### config.mk
export PLATFORM = sky130hd
export DESIGN_NAME = stepper_setup_switch_decoder
export DESIGN_NICKNAME = d
export VERILOG_FILES = /design/src/include/setup_switch_pkg.sv /design/src/rtl/switch_sync.sv /design/src/rtl/table_lookup.sv /design/src/rtl/stepper_setup_switch_decoder.sv
export SDC_FILE = /design/constraint.sdc
export NUM_CORES = 1
export LEC_CHECK = 0
export BUFFER_PORTS_ARGS = -buffer_cell sky130_fd_sc_hd__buf_2
export CORE_MARGIN = 2
export CORE_UTILIZATION = 45
export CTS_CLUSTER_DIAMETER = 100
export DETAILED_ROUTE_END_ITERATION = 8
export GPL_TIMING_DRIVEN = 0
export HOLD_SLACK_MARGIN = 0.02
export PLACE_DENSITY = 0.74
export SLEW_MARGIN = 20
export SYNTH_ARGS = -nofsm -noshare
export SYNTH_HDL_FRONTEND = slang
export SYNTH_SLANG_ARGS = --single-unit
### constraint.sdc
create_clock -name ref_clk -period 2.3 [get_ports ref_clk]
set_input_delay 0.23 -clock ref_clk [delete_from_list [all_inputs] [get_ports ref_clk]]
set_output_delay 0.23 -clock ref_clk [all_outputs]
set_load 0.02 [all_outputs]
### src/include/setup_switch_pkg.sv
// package: constants and types for the setup switch decoder
package setup_switch_pkg;

	// ----------------------------------------
	// AXI4-Lite register map (byte addresses)
	// ----------------------------------------
	localparam logic [7:0] ADDR_CTRL     = 8'h00;
	localparam logic [7:0] ADDR_MODE     = 8'h04;
	localparam logic [7:0] ADDR_RUN      = 8'h08;
	localparam logic [7:0] ADDR_NETADDR  = 8'h0C;
	localparam logic [7:0] ADDR_DRIVE    = 8'h10;
	localparam logic [7:0] ADDR_STATUS   = 8'h14;

	// CTRL fields (write): monitor commands, self-clearing
	localparam int CTRL_MON_OFF_BIT = 0;
	localparam int CTRL_MON_ON_BIT  = 1;

	// STATUS fields
	localparam int STAT_MON_EN_BIT   = 0;
	localparam int STAT_SW1_ERR_BIT  = 1;
	localparam int STAT_NET_VALID_BIT = 2;
	localparam int STAT_STABLE_BIT   = 3;
	localparam int STAT_LATCHED_BIT  = 4;

	// DRIVE fields
	localparam int DRV_HALF_BIT  = 8;
	localparam int DRV_CCW_BIT   = 9;
	localparam int DRV_POWER_BIT = 10;

	// ----------------------------------------
	// timing
	// ----------------------------------------
	localparam int CLK_HZ          = 10_000_000;
	localparam int SETTLE_US       = 4;
	localparam int SETTLE_CYCLES   = CLK_HZ / 1_000_000 * SETTLE_US;
	localparam int SETTLE_W        = 16;
	localparam logic [15:0] MON_EN_RESET = 16'h0001;

	// ----------------------------------------
	// decoded values
	// ----------------------------------------
	localparam int NET_ADDR_MIN = 1;
	localparam int NET_ADDR_MAX = 31;
	localparam int NET_TENS_MAX = 3;
	localparam int NET_UNITS_MAX = 9;
	localparam int STEPS_FULL = 500;
	localparam int STEPS_HALF = 1000;

	typedef enum logic [3:0] {
		MODE_STORAGE,
		MODE_LOAD_PROG,
		MODE_SERIAL_1200,
		MODE_SERIAL_9600,
		MODE_PAR_ABS,
		MODE_PAR_INC,
		MODE_NET_9600,
		MODE_NET_38K4,
		MODE_SET_ADDR,
		MODE_NONE
	} mode_e;

	// serial character format
	localparam int CHAR_DATA_BITS = 7;
	localparam int CHAR_STOP_BITS = 1;
	localparam logic CHAR_PARITY_EVEN = 1'b1;

	// speed table in Hz
	localparam logic [15:0] SPEED_HZ [16] = '{
		16'h0020, 16'h0064, 16'h01F4, 16'h03E8, 16'h07D0, 16'h0BB8, 16'h0FA0, 16'h1388,
		16'h1770, 16'h1F40, 16'h2710, 16'h2EE0, 16'h36B0, 16'h3E80, 16'h4650, 16'h4E20
	};
	// acceleration table in Hz/ms
	localparam logic [15:0] ACCEL_HZMS [16] = '{
		16'h0004, 16'h0006, 16'h000A, 16'h000F, 16'h0014, 16'h001E, 16'h0032, 16'h0064,
		16'h00C8, 16'h012C, 16'h0190, 16'h01F4, 16'h0258, 16'h02BC, 16'h0320, 16'h03E8
	};
	// phase current in units of 10 mA: 75 + 25*code
	localparam logic [8:0] CUR_BASE = 9'h04B;
	localparam logic [8:0] CUR_STEP = 9'h019;

endpackage

### src/rtl/switch_sync.sv
// two-flop synchroniser with a stability filter for one switch group
module switch_sync #(
	parameter int W = 4
) (
	input  wire logic         ref_clk,
	input  wire logic         rst,
	input  wire logic [W-1:0] raw,
	output logic      [W-1:0] stable,
	output logic              settled
);
	logic [W-1:0]                              meta;
	logic [W-1:0]                              synced;
	logic [W-1:0]                              last;
	logic [setup_switch_pkg::SETTLE_W-1:0]     count;

	always_ff @(posedge ref_clk) begin
		meta   <= raw;
		synced <= meta;
	end

	// value counts as stable only after it holds for the whole settle time
	always_ff @(posedge ref_clk) begin
		if (rst) begin
			last    <= '0;
			count   <= '0;
			stable  <= '0;
			settled <= 1'b0;
		end else begin
			last <= synced;
			if (synced != last) begin
				count <= '0;
			end else if (count == setup_switch_pkg::SETTLE_W'(setup_switch_pkg::SETTLE_CYCLES - 1)) begin
				stable  <= synced; // RULE20
				settled <= 1'b1;
			end else begin
				count <= count + 1'b1;
			end
		end
	end
endmodule

### src/rtl/table_lookup.sv
// lookup of a 4-bit selector code into a 16-entry value table
module table_lookup (
	input  wire logic        ref_clk,
	input  wire logic        rst,
	input  wire logic        load,
	input  wire logic [3:0]  code,
	input  wire logic        sel_accel,
	output logic      [15:0] value,
	output logic      [3:0]  held
);
	always_ff @(posedge ref_clk) begin
		if (rst) begin
			value <= '0;
			held  <= '0;
		end else if (load) begin
			held  <= code;
			value <= sel_accel ? setup_switch_pkg::ACCEL_HZMS[code]
			                   : setup_switch_pkg::SPEED_HZ[code];
		end
	end
endmodule

### src/rtl/stepper_setup_switch_decoder.sv
// setup switch decoder for a stepping-motor positioning unit
// Function
// RULE1 - mode selector: 0 store,1 load,2-3 serial,4-5 parallel,6-7 network,8 address
// RULE2 - serial characters: seven data bits, even parity, one stop bit
// RULE3 - speed codes 0..F map to 32 up to 20000 Hz
// RULE4 - speed selector taken only while automatic run input active
// RULE5 - speed may change during automatic run in every mode (code: speed is not loaded in network modes)
// RULE6 - acceleration codes 0..F map to 4 up to 1000 Hz/ms
// RULE7 - acceleration selector taken only while automatic run input active
// RULE8 - acceleration changes during automatic run barred in parallel modes
// RULE9 - network mode: speed selector is tens digit, 0 to 3
// RULE10 - network mode: acceleration selector is units digit, 0 to 9
// RULE11 - network address valid only from 1 to 31
// RULE12 - parameter switch 1 off raises an error
// RULE13 - inhibit input disables rotation monitoring
// RULE14 - inhibit inactive: off command disables, on command enables monitoring
// RULE15 - step-angle switch: full step 500 or half step 1000 per turn
// RULE16 - direction switch picks clockwise or counterclockwise for positive moves
// RULE17 - operator leaves power drive switch 4 off for normal operation
// RULE18 - phase-current codes map 0.75 A to 4.50 A in 0.25 A steps
// RULE19 - mode selector sampled once at power-up only
// RULE20 - switches synchronised and held stable before use
module stepper_setup_switch_decoder (
	input  wire logic        ref_clk,
	input  wire logic        rst,
	input  wire logic [3:0]  modeSelector,
	input  wire logic [3:0]  speedSelector,
	input  wire logic [3:0]  accelSelector,
	input  wire logic [3:0]  currentSelector,
	input  wire logic [3:0]  paramSwitches,
	input  wire logic        automatic_run_input,
	input  wire logic        rotation_monitor_inhibit,
	input  wire logic [7:0]  s_axi_awaddr,
	input  wire logic        s_axi_awvalid,
	output logic             s_axi_awready,
	input  wire logic [31:0] s_axi_wdata,
	input  wire logic [3:0]  s_axi_wstrb,
	input  wire logic        s_axi_wvalid,
	output logic             s_axi_wready,
	output logic      [1:0]  s_axi_bresp,
	output logic             s_axi_bvalid,
	input  wire logic        s_axi_bready,
	input  wire logic [7:0]  s_axi_araddr,
	input  wire logic        s_axi_arvalid,
	output logic             s_axi_arready,
	output logic      [31:0] s_axi_rdata,
	output logic      [1:0]  s_axi_rresp,
	output logic             s_axi_rvalid,
	input  wire logic        s_axi_rready,
	output logic      [3:0]  operatingMode,
	output logic             serialEnable,
	output logic      [3:0]  charDataBits,
	output logic             charParityEven,
	output logic      [1:0]  charStopBits,
	output logic      [15:0] runSpeedHz,
	output logic      [15:0] runAccelHzMs,
	output logic      [4:0]  networkAddress,
	output logic             networkAddressValid,
	output logic      [10:0] stepsPerRev,
	output logic             directionCcw,
	output logic             monitorEnable,
	output logic             monitorSwitchError,
	output logic      [8:0]  phaseCurrent10mA
);
	// ----------------------------------------
	// switch synchronisers
	// ----------------------------------------
	logic [3:0]  modeStable;
	logic [3:0]  speedStable;
	logic [3:0]  accelStable;
	logic [3:0]  currentStable;
	logic [3:0]  paramStable;
	logic [1:0]  ctlStable;
	logic [5:0]  settledAll;
	logic [21:0] rawAll;
	logic [21:0] stableAll;

	assign rawAll = {rotation_monitor_inhibit, automatic_run_input, paramSwitches,
	                 currentSelector, accelSelector, speedSelector, modeSelector};
	assign {ctlStable, paramStable, currentStable, accelStable, speedStable, modeStable}
	       = stableAll;

	genvar g;
	generate
		for (g = 0; g < 6; g++) begin : gSync
			localparam int WG = (g == 5) ? 2 : 4;
			switch_sync #(.W(WG)) uSync (
				.ref_clk (ref_clk),
				.rst     (rst),
				.raw     (rawAll[g*4 +: WG]),
				.stable  (stableAll[g*4 +: WG]),
				.settled (settledAll[g])
			); // RULE20
		end
	endgenerate
	// control pair {inhibit, run} sits in the top two bits

	logic autoRun;
	logic inhibit;
	logic allSettled;
	assign autoRun    = ctlStable[0];
	assign inhibit    = ctlStable[1];
	assign allSettled = &settledAll;

	// ----------------------------------------
	// power-up mode capture
	// ----------------------------------------
	setup_switch_pkg::mode_e mode;
	logic                    modeLatched;
	setup_switch_pkg::mode_e next_mode;

	always_comb begin
		unique case (modeStable) // RULE1
			4'h0: next_mode = setup_switch_pkg::MODE_STORAGE;
			4'h1: next_mode = setup_switch_pkg::MODE_LOAD_PROG;
			4'h2: next_mode = setup_switch_pkg::MODE_SERIAL_1200;
			4'h3: next_mode = setup_switch_pkg::MODE_SERIAL_9600;
			4'h4: next_mode = setup_switch_pkg::MODE_PAR_ABS;
			4'h5: next_mode = setup_switch_pkg::MODE_PAR_INC;
			4'h6: next_mode = setup_switch_pkg::MODE_NET_9600;
			4'h7: next_mode = setup_switch_pkg::MODE_NET_38K4;
			4'h8: next_mode = setup_switch_pkg::MODE_SET_ADDR;
			default: next_mode = setup_switch_pkg::MODE_NONE;
		endcase
	end

	// only the first settled value counts; later turns need a reset
	always_ff @(posedge ref_clk) begin
		if (rst) begin
			mode        <= setup_switch_pkg::MODE_NONE;
			modeLatched <= 1'b0;
		end else if (!modeLatched && allSettled) begin
			mode        <= next_mode; // RULE19
			modeLatched <= 1'b1;
		end
	end

	logic isNetwork;
	logic isParallel;
	logic isSerial;
	assign isNetwork  = (mode == setup_switch_pkg::MODE_NET_9600) ||
	                    (mode == setup_switch_pkg::MODE_NET_38K4);
	assign isParallel = (mode == setup_switch_pkg::MODE_PAR_ABS) ||
	                    (mode == setup_switch_pkg::MODE_PAR_INC);
	assign isSerial   = (mode == setup_switch_pkg::MODE_SERIAL_1200) ||
	                    (mode == setup_switch_pkg::MODE_SERIAL_9600);

	// ----------------------------------------
	// speed and acceleration
	// ----------------------------------------
	logic        speedLoad;
	logic        accelLoad;
	logic        accelTaken;
	logic [15:0] speedVal;
	logic [15:0] accelVal;
	logic [3:0]  speedHeld;
	logic [3:0]  accelHeld;

	// speed follows the selector throughout automatic run, except in network modes
	assign speedLoad = modeLatched && autoRun && !isNetwork; // RULE4 RULE5
	// parallel modes freeze acceleration once a run has taken it
	assign accelLoad = modeLatched && autoRun && !isNetwork &&
	                   !(isParallel && accelTaken); // RULE7 RULE8

	always_ff @(posedge ref_clk) begin
		if (rst) begin
			accelTaken <= 1'b0;
		end else begin
			accelTaken <= autoRun && modeLatched;
		end
	end

	table_lookup uSpeed (
		.ref_clk   (ref_clk),
		.rst       (rst),
		.load      (speedLoad),
		.code      (speedStable),
		.sel_accel (1'b0),
		.value     (speedVal),
		.held      (speedHeld)
	); // RULE3

	table_lookup uAccel (
		.ref_clk   (ref_clk),
		.rst       (rst),
		.load      (accelLoad),
		.code      (accelStable),
		.sel_accel (1'b1),
		.value     (accelVal),
		.held      (accelHeld)
	); // RULE6

	// ----------------------------------------
	// network address
	// ----------------------------------------
	logic [5:0] next_addr;
	logic       next_addrOk;

	always_comb begin
		next_addr   = 6'(speedStable[1:0]) * 6'd10 + 6'(accelStable); // RULE9 RULE10
		next_addrOk = (speedStable <= 4'(setup_switch_pkg::NET_TENS_MAX)) &&
		              (accelStable <= 4'(setup_switch_pkg::NET_UNITS_MAX)) &&
		              (next_addr >= 6'(setup_switch_pkg::NET_ADDR_MIN)) &&
		              (next_addr <= 6'(setup_switch_pkg::NET_ADDR_MAX)); // RULE11
	end

	// ----------------------------------------
	// rotation monitoring and parameter switches
	// ----------------------------------------
	logic monOffCmd;
	logic monOnCmd;
	logic monCmdState;

	always_ff @(posedge ref_clk) begin
		if (rst) begin
			monCmdState <= setup_switch_pkg::MON_EN_RESET[0];
		end else if (!inhibit) begin
			if (monOffCmd) begin
				monCmdState <= 1'b0; // RULE14
			end else if (monOnCmd) begin
				monCmdState <= 1'b1; // RULE14
			end
		end
	end

	// ----------------------------------------
	// output registers
	// ----------------------------------------
	always_ff @(posedge ref_clk) begin
		if (rst) begin
			operatingMode       <= 4'hF;
			serialEnable        <= 1'b0;
			charDataBits        <= '0;
			charParityEven      <= 1'b0;
			charStopBits        <= '0;
			runSpeedHz          <= '0;
			runAccelHzMs        <= '0;
			networkAddress      <= '0;
			networkAddressValid <= 1'b0;
			stepsPerRev         <= '0;
			directionCcw        <= 1'b0;
			monitorEnable       <= 1'b0;
			monitorSwitchError  <= 1'b0;
			phaseCurrent10mA    <= '0;
		end else begin
			operatingMode  <= modeLatched ? 4'(mode) : 4'hF;
			serialEnable   <= isSerial;
			charDataBits   <= 4'(setup_switch_pkg::CHAR_DATA_BITS); // RULE2
			charParityEven <= setup_switch_pkg::CHAR_PARITY_EVEN; // RULE2
			charStopBits   <= 2'(setup_switch_pkg::CHAR_STOP_BITS); // RULE2
			runSpeedHz     <= speedVal;
			runAccelHzMs   <= accelVal;
			if (isNetwork) begin
				networkAddress      <= next_addr[4:0];
				networkAddressValid <= next_addrOk && allSettled;
			end else begin
				networkAddressValid <= 1'b0;
			end
			stepsPerRev  <= paramStable[1] ? 11'(setup_switch_pkg::STEPS_HALF)
			                               : 11'(setup_switch_pkg::STEPS_FULL); // RULE15
			directionCcw <= paramStable[2]; // RULE16
			monitorEnable <= !inhibit && monCmdState && paramStable[0]; // RULE13
			monitorSwitchError <= allSettled && !paramStable[0]; // RULE12
			phaseCurrent10mA <= setup_switch_pkg::CUR_BASE +
			                    9'(currentStable) * setup_switch_pkg::CUR_STEP; // RULE18
		end
	end

	// ----------------------------------------
	// AXI4-Lite slave
	// ----------------------------------------
	logic [7:0]  wAddr;
	logic        wAddrHave;
	logic [31:0] wData;
	logic [3:0]  wStrb;
	logic        wDataHave;

	always_ff @(posedge ref_clk) begin
		if (rst) begin
			s_axi_awready <= 1'b0;
			s_axi_wready  <= 1'b0;
			s_axi_bvalid  <= 1'b0;
			s_axi_bresp   <= 2'h0;
			wAddrHave     <= 1'b0;
			wDataHave     <= 1'b0;
			wAddr         <= '0;
			wData         <= '0;
			wStrb         <= '0;
			monOffCmd     <= 1'b0;
			monOnCmd      <= 1'b0;
		end else begin
			monOffCmd     <= 1'b0;
			monOnCmd      <= 1'b0;
			s_axi_awready <= !wAddrHave && !s_axi_awready && !s_axi_bvalid;
			s_axi_wready  <= !wDataHave && !s_axi_wready && !s_axi_bvalid;
			if (s_axi_awvalid && s_axi_awready) begin
				wAddr     <= s_axi_awaddr;
				wAddrHave <= 1'b1;
				s_axi_awready <= 1'b0;
			end
			if (s_axi_wvalid && s_axi_wready) begin
				wData     <= s_axi_wdata;
				wStrb     <= s_axi_wstrb;
				wDataHave <= 1'b1;
				s_axi_wready <= 1'b0;
			end
			if (wAddrHave && wDataHave && !s_axi_bvalid) begin
				s_axi_bvalid <= 1'b1;
				s_axi_bresp  <= (wAddr == setup_switch_pkg::ADDR_CTRL) ? 2'h0 : 2'h2;
				if (wAddr == setup_switch_pkg::ADDR_CTRL && wStrb[0]) begin
					monOffCmd <= wData[setup_switch_pkg::CTRL_MON_OFF_BIT];
					monOnCmd  <= wData[setup_switch_pkg::CTRL_MON_ON_BIT];
				end
			end
			if (s_axi_bvalid && s_axi_bready) begin
				s_axi_bvalid <= 1'b0;
				wAddrHave    <= 1'b0;
				wDataHave    <= 1'b0;
			end
		end
	end

	logic [31:0] next_rdata;
	logic        next_rok;

	always_comb begin
		next_rdata = '0;
		next_rok   = 1'b1;
		unique case (s_axi_araddr)
			setup_switch_pkg::ADDR_CTRL:    next_rdata = '0;
			setup_switch_pkg::ADDR_MODE:    next_rdata = {20'h0, charDataBits, 4'h0, operatingMode};
			setup_switch_pkg::ADDR_RUN:     next_rdata = {runAccelHzMs, runSpeedHz};
			setup_switch_pkg::ADDR_NETADDR: next_rdata = {26'h0, networkAddressValid,
			                                              networkAddress};
			setup_switch_pkg::ADDR_DRIVE:   next_rdata = {21'h0, paramStable[3], directionCcw,
			                                              stepsPerRev == 11'(setup_switch_pkg::STEPS_HALF),
			                                              phaseCurrent10mA[7:0]};
			setup_switch_pkg::ADDR_STATUS:  next_rdata = {27'h0, modeLatched, allSettled,
			                                              networkAddressValid,
			                                              monitorSwitchError, monitorEnable};
			default: next_rok = 1'b0;
		endcase
	end

	always_ff @(posedge ref_clk) begin
		if (rst) begin
			s_axi_arready <= 1'b0;
			s_axi_rvalid  <= 1'b0;
			s_axi_rdata   <= '0;
			s_axi_rresp   <= 2'h0;
		end else begin
			s_axi_arready <= !s_axi_arready && !s_axi_rvalid && !s_axi_arvalid ? 1'b1
			               : (!s_axi_rvalid && !(s_axi_arvalid && s_axi_arready));
			if (s_axi_arvalid && s_axi_arready) begin
				s_axi_rvalid  <= 1'b1;
				s_axi_rdata   <= next_rdata;
				s_axi_rresp   <= next_rok ? 2'h0 : 2'h2;
				s_axi_arready <= 1'b0;
			end else if (s_axi_rvalid && s_axi_rready) begin
				s_axi_rvalid <= 1'b0;
			end
		end
	end
endmodule

# After elaboration in Yosys (flattened, before gate mapping)
# Memory sizes are Yosys's and may differ from the RTL's. A register that Yosys moved wholly into a read port is not among the register bits.
# Index checks and enable logic that the tools add are counted.
dict set report totals {
  regBits 322
  romBits 576
  inputBits 81
  out_inout_bits 114
  memories 3
}
dict set report op_classes {
  add_sub_neg 8
  n_mul 2
  n_lt_le_gt_ge 4
  eq_ne 24
  muxes 13
  n_bitwise 13
  n_reduce_logical 70
}
# name depth word_bits read_ports rd_clocked_by_memory_dff wr line
set memory_table {}
lappend memory_table {{(name not given)} 16 16 1 1 0 table_lookup.sv:17} ;# value <= sel_accel ? setup_switch_pkg::ACCEL_HZMS[code]
lappend memory_table {{(name not given)} 16 16 1 1 0 table_lookup.sv:18} ;# : setup_switch_pkg::SPEED_HZ[code];
lappend memory_table {{(name not given)} 16 4 1 1 0 stepper_setup_switch_decoder.sv:113} ;# unique case (modeStable)
# op count
set op_table {}
lappend op_table {{$pmux 32 s5} 1}
lappend op_table {{$add 16x1->16 const B} 6}
lappend op_table {{$eq 16x6->1 const B} 6}
lappend op_table {{$logic_and 1x1->1} 27}
lappend op_table {{$reduce_or 2->1} 12}
lappend op_table {{$ne 4x4->1} 5}
lappend op_table {{$eq 4x3->1 const B} 4}
lappend op_table {{$eq 8x4->1 const B} 2}
lappend op_table {{$eq 8x5->1 const B} 2}
lappend op_table {{$logic_not 8->1} 2}
lappend op_table {{$logic_not 1->1} 14}
lappend op_table {{$reduce_and 2->1} 7}
lappend op_table {{$eq 11x10->1 const B} 1}
lappend op_table {{$not 1->1} 11}
lappend op_table {{$mux 10} 1}
lappend op_table {{$not 4->5} 2}
lappend op_table {{$add 7x9->9 const A} 1}
lappend op_table {{$mul 4x5->9 const B} 1}
lappend op_table {{$eq 4x2->1 const B} 2}
lappend op_table {{$eq 8x3->1 const B} 1}
lappend op_table {{$mux 1} 8}
lappend op_table {{$add 6x4->6} 1}
lappend op_table {{$ge 6x1->1 const B} 1}
lappend op_table {{$le 6x5->1 const B} 1}
lappend op_table {{11 further kinds} 15}

# Longest topological paths before layout
dict set report depth {
  word_depth 6
  depth_mapped 9
}

# Hierarchy
# Synthesis repeated with hierarchy kept, for this count alone.
dict set report unflattened {
  hier_cells 1540
  hier_area_um2 14636.5
}
# module n_inst cells_per_inst area_each_um2
set modules_own_cells {}
lappend modules_own_cells {{switch_sync (gSync[0].uSync ...)} 5 128 1252.5}
lappend modules_own_cells {stepper_setup_switch_decoder 1 504 4784.6}
lappend modules_own_cells {table_lookup 2 145 1288.7}
lappend modules_own_cells {{switch_sync (gSync[5].uSync)} 1 106 1012.2}

# Least setup slack after synthesis
# Ideal clock, no wire load.
dict set report synth_path {
  path_kind {register -> register}
  from {register gSync[3].uSync.stable[0]}
  to {register phaseCurrent10mA[7]}
  setup_ns 0.121
  arrival_time_ns 2.002
  required_time_ns 2.179
  setup_slack_ns 0.178
  stages_incl_launch_ff 8
  path_buffers 0
  cell_sequence {dfxtp_1 inv_1 fa_1 inv_1 ha_1 a21o_1 a31oi_1 mux2_2}
}
dict set report synth_via {
  elab_chain_len 2
}
# item line
set synth_lines {}
lappend synth_lines {{start: declaration} switch_sync.sv:8} ;# output logic [W-1:0] stable,
lappend synth_lines {{start signal: assignment} switch_sync.sv:33} ;# stable <= synced;
lappend synth_lines {{$mul 4x5->9} stepper_setup_switch_decoder.sv:265} ;# 9'(currentStable) * setup_switch_pkg::CUR_STEP;
lappend synth_lines {{$add 7x9->9} stepper_setup_switch_decoder.sv:264} ;# phaseCurrent10mA <= setup_switch_pkg::CUR_BASE +
lappend synth_lines {{end signal: assignment} stepper_setup_switch_decoder.sv:264}
lappend synth_lines {{end: declaration} stepper_setup_switch_decoder.sv:63} ;# output logic [8:0] phaseCurrent10mA
# No other way between the ends.
# A chain may end at the register's enable or synchronous reset.

# Worst setup path after layout
# Ends and elaborated chain as after synthesis.

==> results by stage <==
STA:
- Final hold analysis gives a worst-case slack of 0.108 ns.
- The fraction of the cycle the final worst path needs is 0.970.
- Across the routed clock network, the largest skew measured is 0.0258 ns.
- The final sum of negative setup slack is 0 ns.
- After layout, the worst setup slack is 0.0701 ns.
- The worst slew slack as a fraction of its limit is 0.431.
- The final-report setup violation count is 0.
- The number of hold violations in the final report is 0.
- Subtracting the final worst setup slack from the clock period gives 2.23 ns.
- The transition time at the pin with the least slew margin is 0.854 ns.
- Static timing analysis puts the maximum clock frequency at 448 MHz.
- Setup repair after global routing left no endpoint under its margin.
- The number of max-slew violations in the final report is 0.

Worst hold path:
- The worst hold path belongs to the class in -> reg.

Clock network:
- The later-pin clock latency in the skew report is 0.50 ns.
- Clock tree synthesis inserted a total of 35 buffers.
- The clock drives 317 sinks.
- The maximum buffer depth of the clock tree is 3.
- After clock tree synthesis, the clock-pin slew on the worst setup and hold paths is 0.06 ns.
- TritonCTS built the clock tree.
- The number of levels in the clock H-tree is 2.
- The cell sitting at the root of the clock tree is a sky130_fd_sc_hd__clkbuf_16.

GRT:
- The initial antenna violation count is 1.
- The pin count of the biggest net entering global routing is 16.
- The number of global-route vias before repair is 9559.
- The sum of overflow across all layers after global routing is 0.
- Across every metal layer, demand over resource in global routing totals 0.201.
- The first global-routing pass estimated 48100 um of wire.

Drt:
- The via total after detailed routing is 10400.
- The iteration count of the initial detailed-routing pass is 5.
- The first routing iteration left 797 violations.
- The residual antenna-violating net count after detailed routing is 0.
- The post-route DRC violation count is 0.
- Summed over all layers, the routed wires come to 30300 um.
- The via-per-instance ratio is 5.19.
- The routed length per instance is 15.0 um.

Yosys:
- The number of instances in the synthesized netlist is 1381.
- The share of synthesized area in the top cell type comes to 0.498.
- The proportion of synthesized chip area in sequential cells is 0.498.
- The synthesized netlist occupies a cell area of 12700 um^2.
- For this run, the number of Yosys warnings is 0.
- By area the synthesized netlist is led by sky130_fd_sc_hd__dfxtp_1, sky130_fd_sc_hd__xnor2_1, sky130_fd_sc_hd__nor2_1.
- Synthesis inferred 317 register bits.
- The average cell area after synthesis is 9.23 um^2.
- The main flop type after synthesis is sky130_fd_sc_hd__dfxtp_1.
- In this run, synthesis inferred 0 flip-flops with an integrated enable.
- The fraction of registers with async set or reset after synthesis is 0.
- Of all cell types, the one taking the most synthesized area is sky130_fd_sc_hd__dfxtp_1.
- The number of distinct library cells after synthesis is 69.

Die:
- The total area inside the core boundary comes to 27900 um^2.
- The initial utilization of the core area, before any placement, comes to 0.457.
- The die footprint is 29700 um^2.
- The floorplan step set the die height to 172 um.
- The horizontal extent of the die is 172 um.
- The number of I/O pins is 195.
- The floorplan has 61 rows.

Run status:
- The flow ran to the end, and the final reports show no timing, DRC or antenna violations.

Worst setup path:
- For flop-to-flop paths, the worst setup slack is 0.07 ns.
- The critical-path maximum fanout is 5.
- For the worst setup path, the data arrival time is 2.61 ns.
- The worst setup path is captured at a flip-flop.
- STA classifies the critical path startpoint as a flip-flop.
- The required time of the critical path is 2.68 ns.
- The setup path with the least slack is of type reg -> reg.

Final layout:
- The area growth from synthesis to layout is 21.6%.
- Measured on the finished design, the core utilization comes to 0.556.
- With fillers left out, the area of the finished cells amounts to 15500 um^2.
- The number of nets at the end of the flow is 1732.
- The library cell used most frequently in the layout, excluding fill and tap cells, is sky130_fd_sc_hd__dfxtp_1.
- Of the cells placed in the final design, the portion with a size suffix greater than 1 is 0.155.
- The top cell types in the final layout, fill and taps aside, are sky130_fd_sc_hd__dfxtp_1, sky130_fd_sc_hd__nor2_1, sky130_fd_sc_hd__buf_2, sky130_fd_sc_hd__a21oi_1, sky130_fd_sc_hd__nand2_1.

Power and ir drop:
- The analysis attributes to cell leakage a power of 5.68 nW.
- IR analysis of the VDD net gives a maximum drop of 0.492 mV.
- The total power divided by cell area is 750 nW/um^2.

Placement:
- At the end of routability-driven placement, the weighted congestion stood at 0.926.
- The half-perimeter wire length of the detailed placement result is 21900 um.
- OpenSTA, run right after detailed placement, puts the worst setup slack at -0.299 ns.
- Summing all placed instances gives a cell area of 14000 um^2.
- Port buffering added 135 buffers.

Job:
- Across the run, the number of max-cap violations was 0.
-- area by class of cell --
cell class | count | area [um^2]
Buffer | 88 | 453
Clock buffer | 46 | 967
Multi-Input combinational cell | 958 | 5900
Tap cell | 378 | 473
Clock inverter | 14 | 164
Inverter | 40 | 150
Fill cell | 2458 | 12400
Sequential cell | 317 | 6350
Timing Repair Buffer | 171 | 1040
Antenna cell | 1 | 2.50
-- power by group --
part / switching (mW) / total (mW) / internal [mW]
sequential: 0.0674 / 5.65 / 5.58
clock: 2.15 / 5.45 / 3.30
combinational: 0.302 / 0.515 / 0.213
-- layer usage --
layer	vias to the layer above	wire length [um]	share of wire	global-route usage
met3	55	1670	0.055	0.0327
li1	5215	-	-	-
met2	314	14100	0.47	0.342
met5	-	0	0	0
met4	0	671	0.022	0.0544
met1	4865	13800	0.46	0.265
-- path summary, 6_finish.rpt --
check        cells after the start                             startpoint                          endpoint
max                              7  gSync[3].uSync.stable[0]$_SDFFE_PP0P_    phaseCurrent10mA[7]$_SDFF_PP0_
min                              3                        s_axi_araddr[1]       s_axi_rresp[1]$_SDFFE_PP0P_
max reg2reg                      7  gSync[3].uSync.stable[0]$_SDFFE_PP0P_    phaseCurrent10mA[7]$_SDFF_PP0_
min reg2reg                      0         gSync[1].uSync.meta[3]$_DFF_P_  gSync[1].uSync.synced[3]$_DFF_P_
-- metrics by stage --
stage               instances  power, mW
finish                   2013       11.6
floorplan                1403       6.07
global placement         1916       6.23
global route             2012       12.0
detailed placement       1916       6.24
CTS                      2012       11.7
-- state kept, by name, summed over array words and instances (netlist names), 9 cells and up --
register / count
gSync.uSync.stable: 22
gSync.uSync.count: 96
runAccelHzMs: 10
s_axi_rdata: 25
phaseCurrent10mA: 9
uSpeed.value: 13
gSync.uSync.last: 22
gSync.uSync.synced: 22
runSpeedHz: 13
gSync.uSync.meta: 22
uAccel.value: 10
-- critical path, stage by stage (launching register included) --
cell and delay (ns):
sky130_fd_sc_hd__dfxtp_4 0.38, sky130_fd_sc_hd__inv_1 0.06, sky130_fd_sc_hd__fa_1 0.52, sky130_fd_sc_hd__inv_1 0.04, sky130_fd_sc_hd__ha_1 0.35, sky130_fd_sc_hd__a21o_1 0.21
sky130_fd_sc_hd__a31oi_2 0.19, sky130_fd_sc_hd__mux2_2 0.34
-- cell usage after synthesis, drive strengths merged (3+ instances only) --
| cell type | number |
|---|---|
| a21o | 3 |
| a2bb2oi | 3 |
| xor2 | 12 |
| a31o | 3 |
| inv | 40 |
| a311oi | 3 |
| fa | 3 |
| and2 | 3 |
| mux2 | 11 |
| a22o | 7 |
| xnor2 | 87 |
| nand3 | 79 |
| nand4 | 34 |
| o211ai | 4 |
| nor3 | 41 |
| or3 | 9 |
| o21ai | 47 |
| nand3b | 9 |
| or2 | 3 |
| buf | 44 |
| nand2b | 11 |
| nand2 | 90 |
| nor2 | 149 |
| nor3b | 3 |
| nor2b | 62 |
| ha | 37 |
| a211oi | 6 |
| a21oi | 91 |
| nor4 | 40 |
| dfxtp | 317 |
| a22oi | 19 |
| and3 | 8 |
| or4 | 6 |
| mux2i | 9 |
| clkbuf | 44 |
| and4 | 12 |
-- cell families (layout without fill, tap and decap cells) --
logic type / after synthesis / after routing / synth area share
DFF: 317 / 317 / 0.498
and+or+nand+nor: 568 / 568 / 0.230
adders and majority gates: 40 / 40 / 0.0410
muxes: 20 / 20 / 0.0168
other: 1 / 24 / 0.000294
AOI/OAI and AO/OA: 208 / 208 / 0.0985
xor gates and xnor gates: 99 / 99 / 0.0680
buffers and inverters: 128 / 359 / 0.0473
-- repair_timing --
action,in CTS,in global routing
resized for setup,1,7
endpoints found under the hold margin,37,0
pin swaps,0,1
setup buffers,0,0
setup endpoints to repair,1,2
hold buffers,36,0
(Power assumes the default switching activity.)
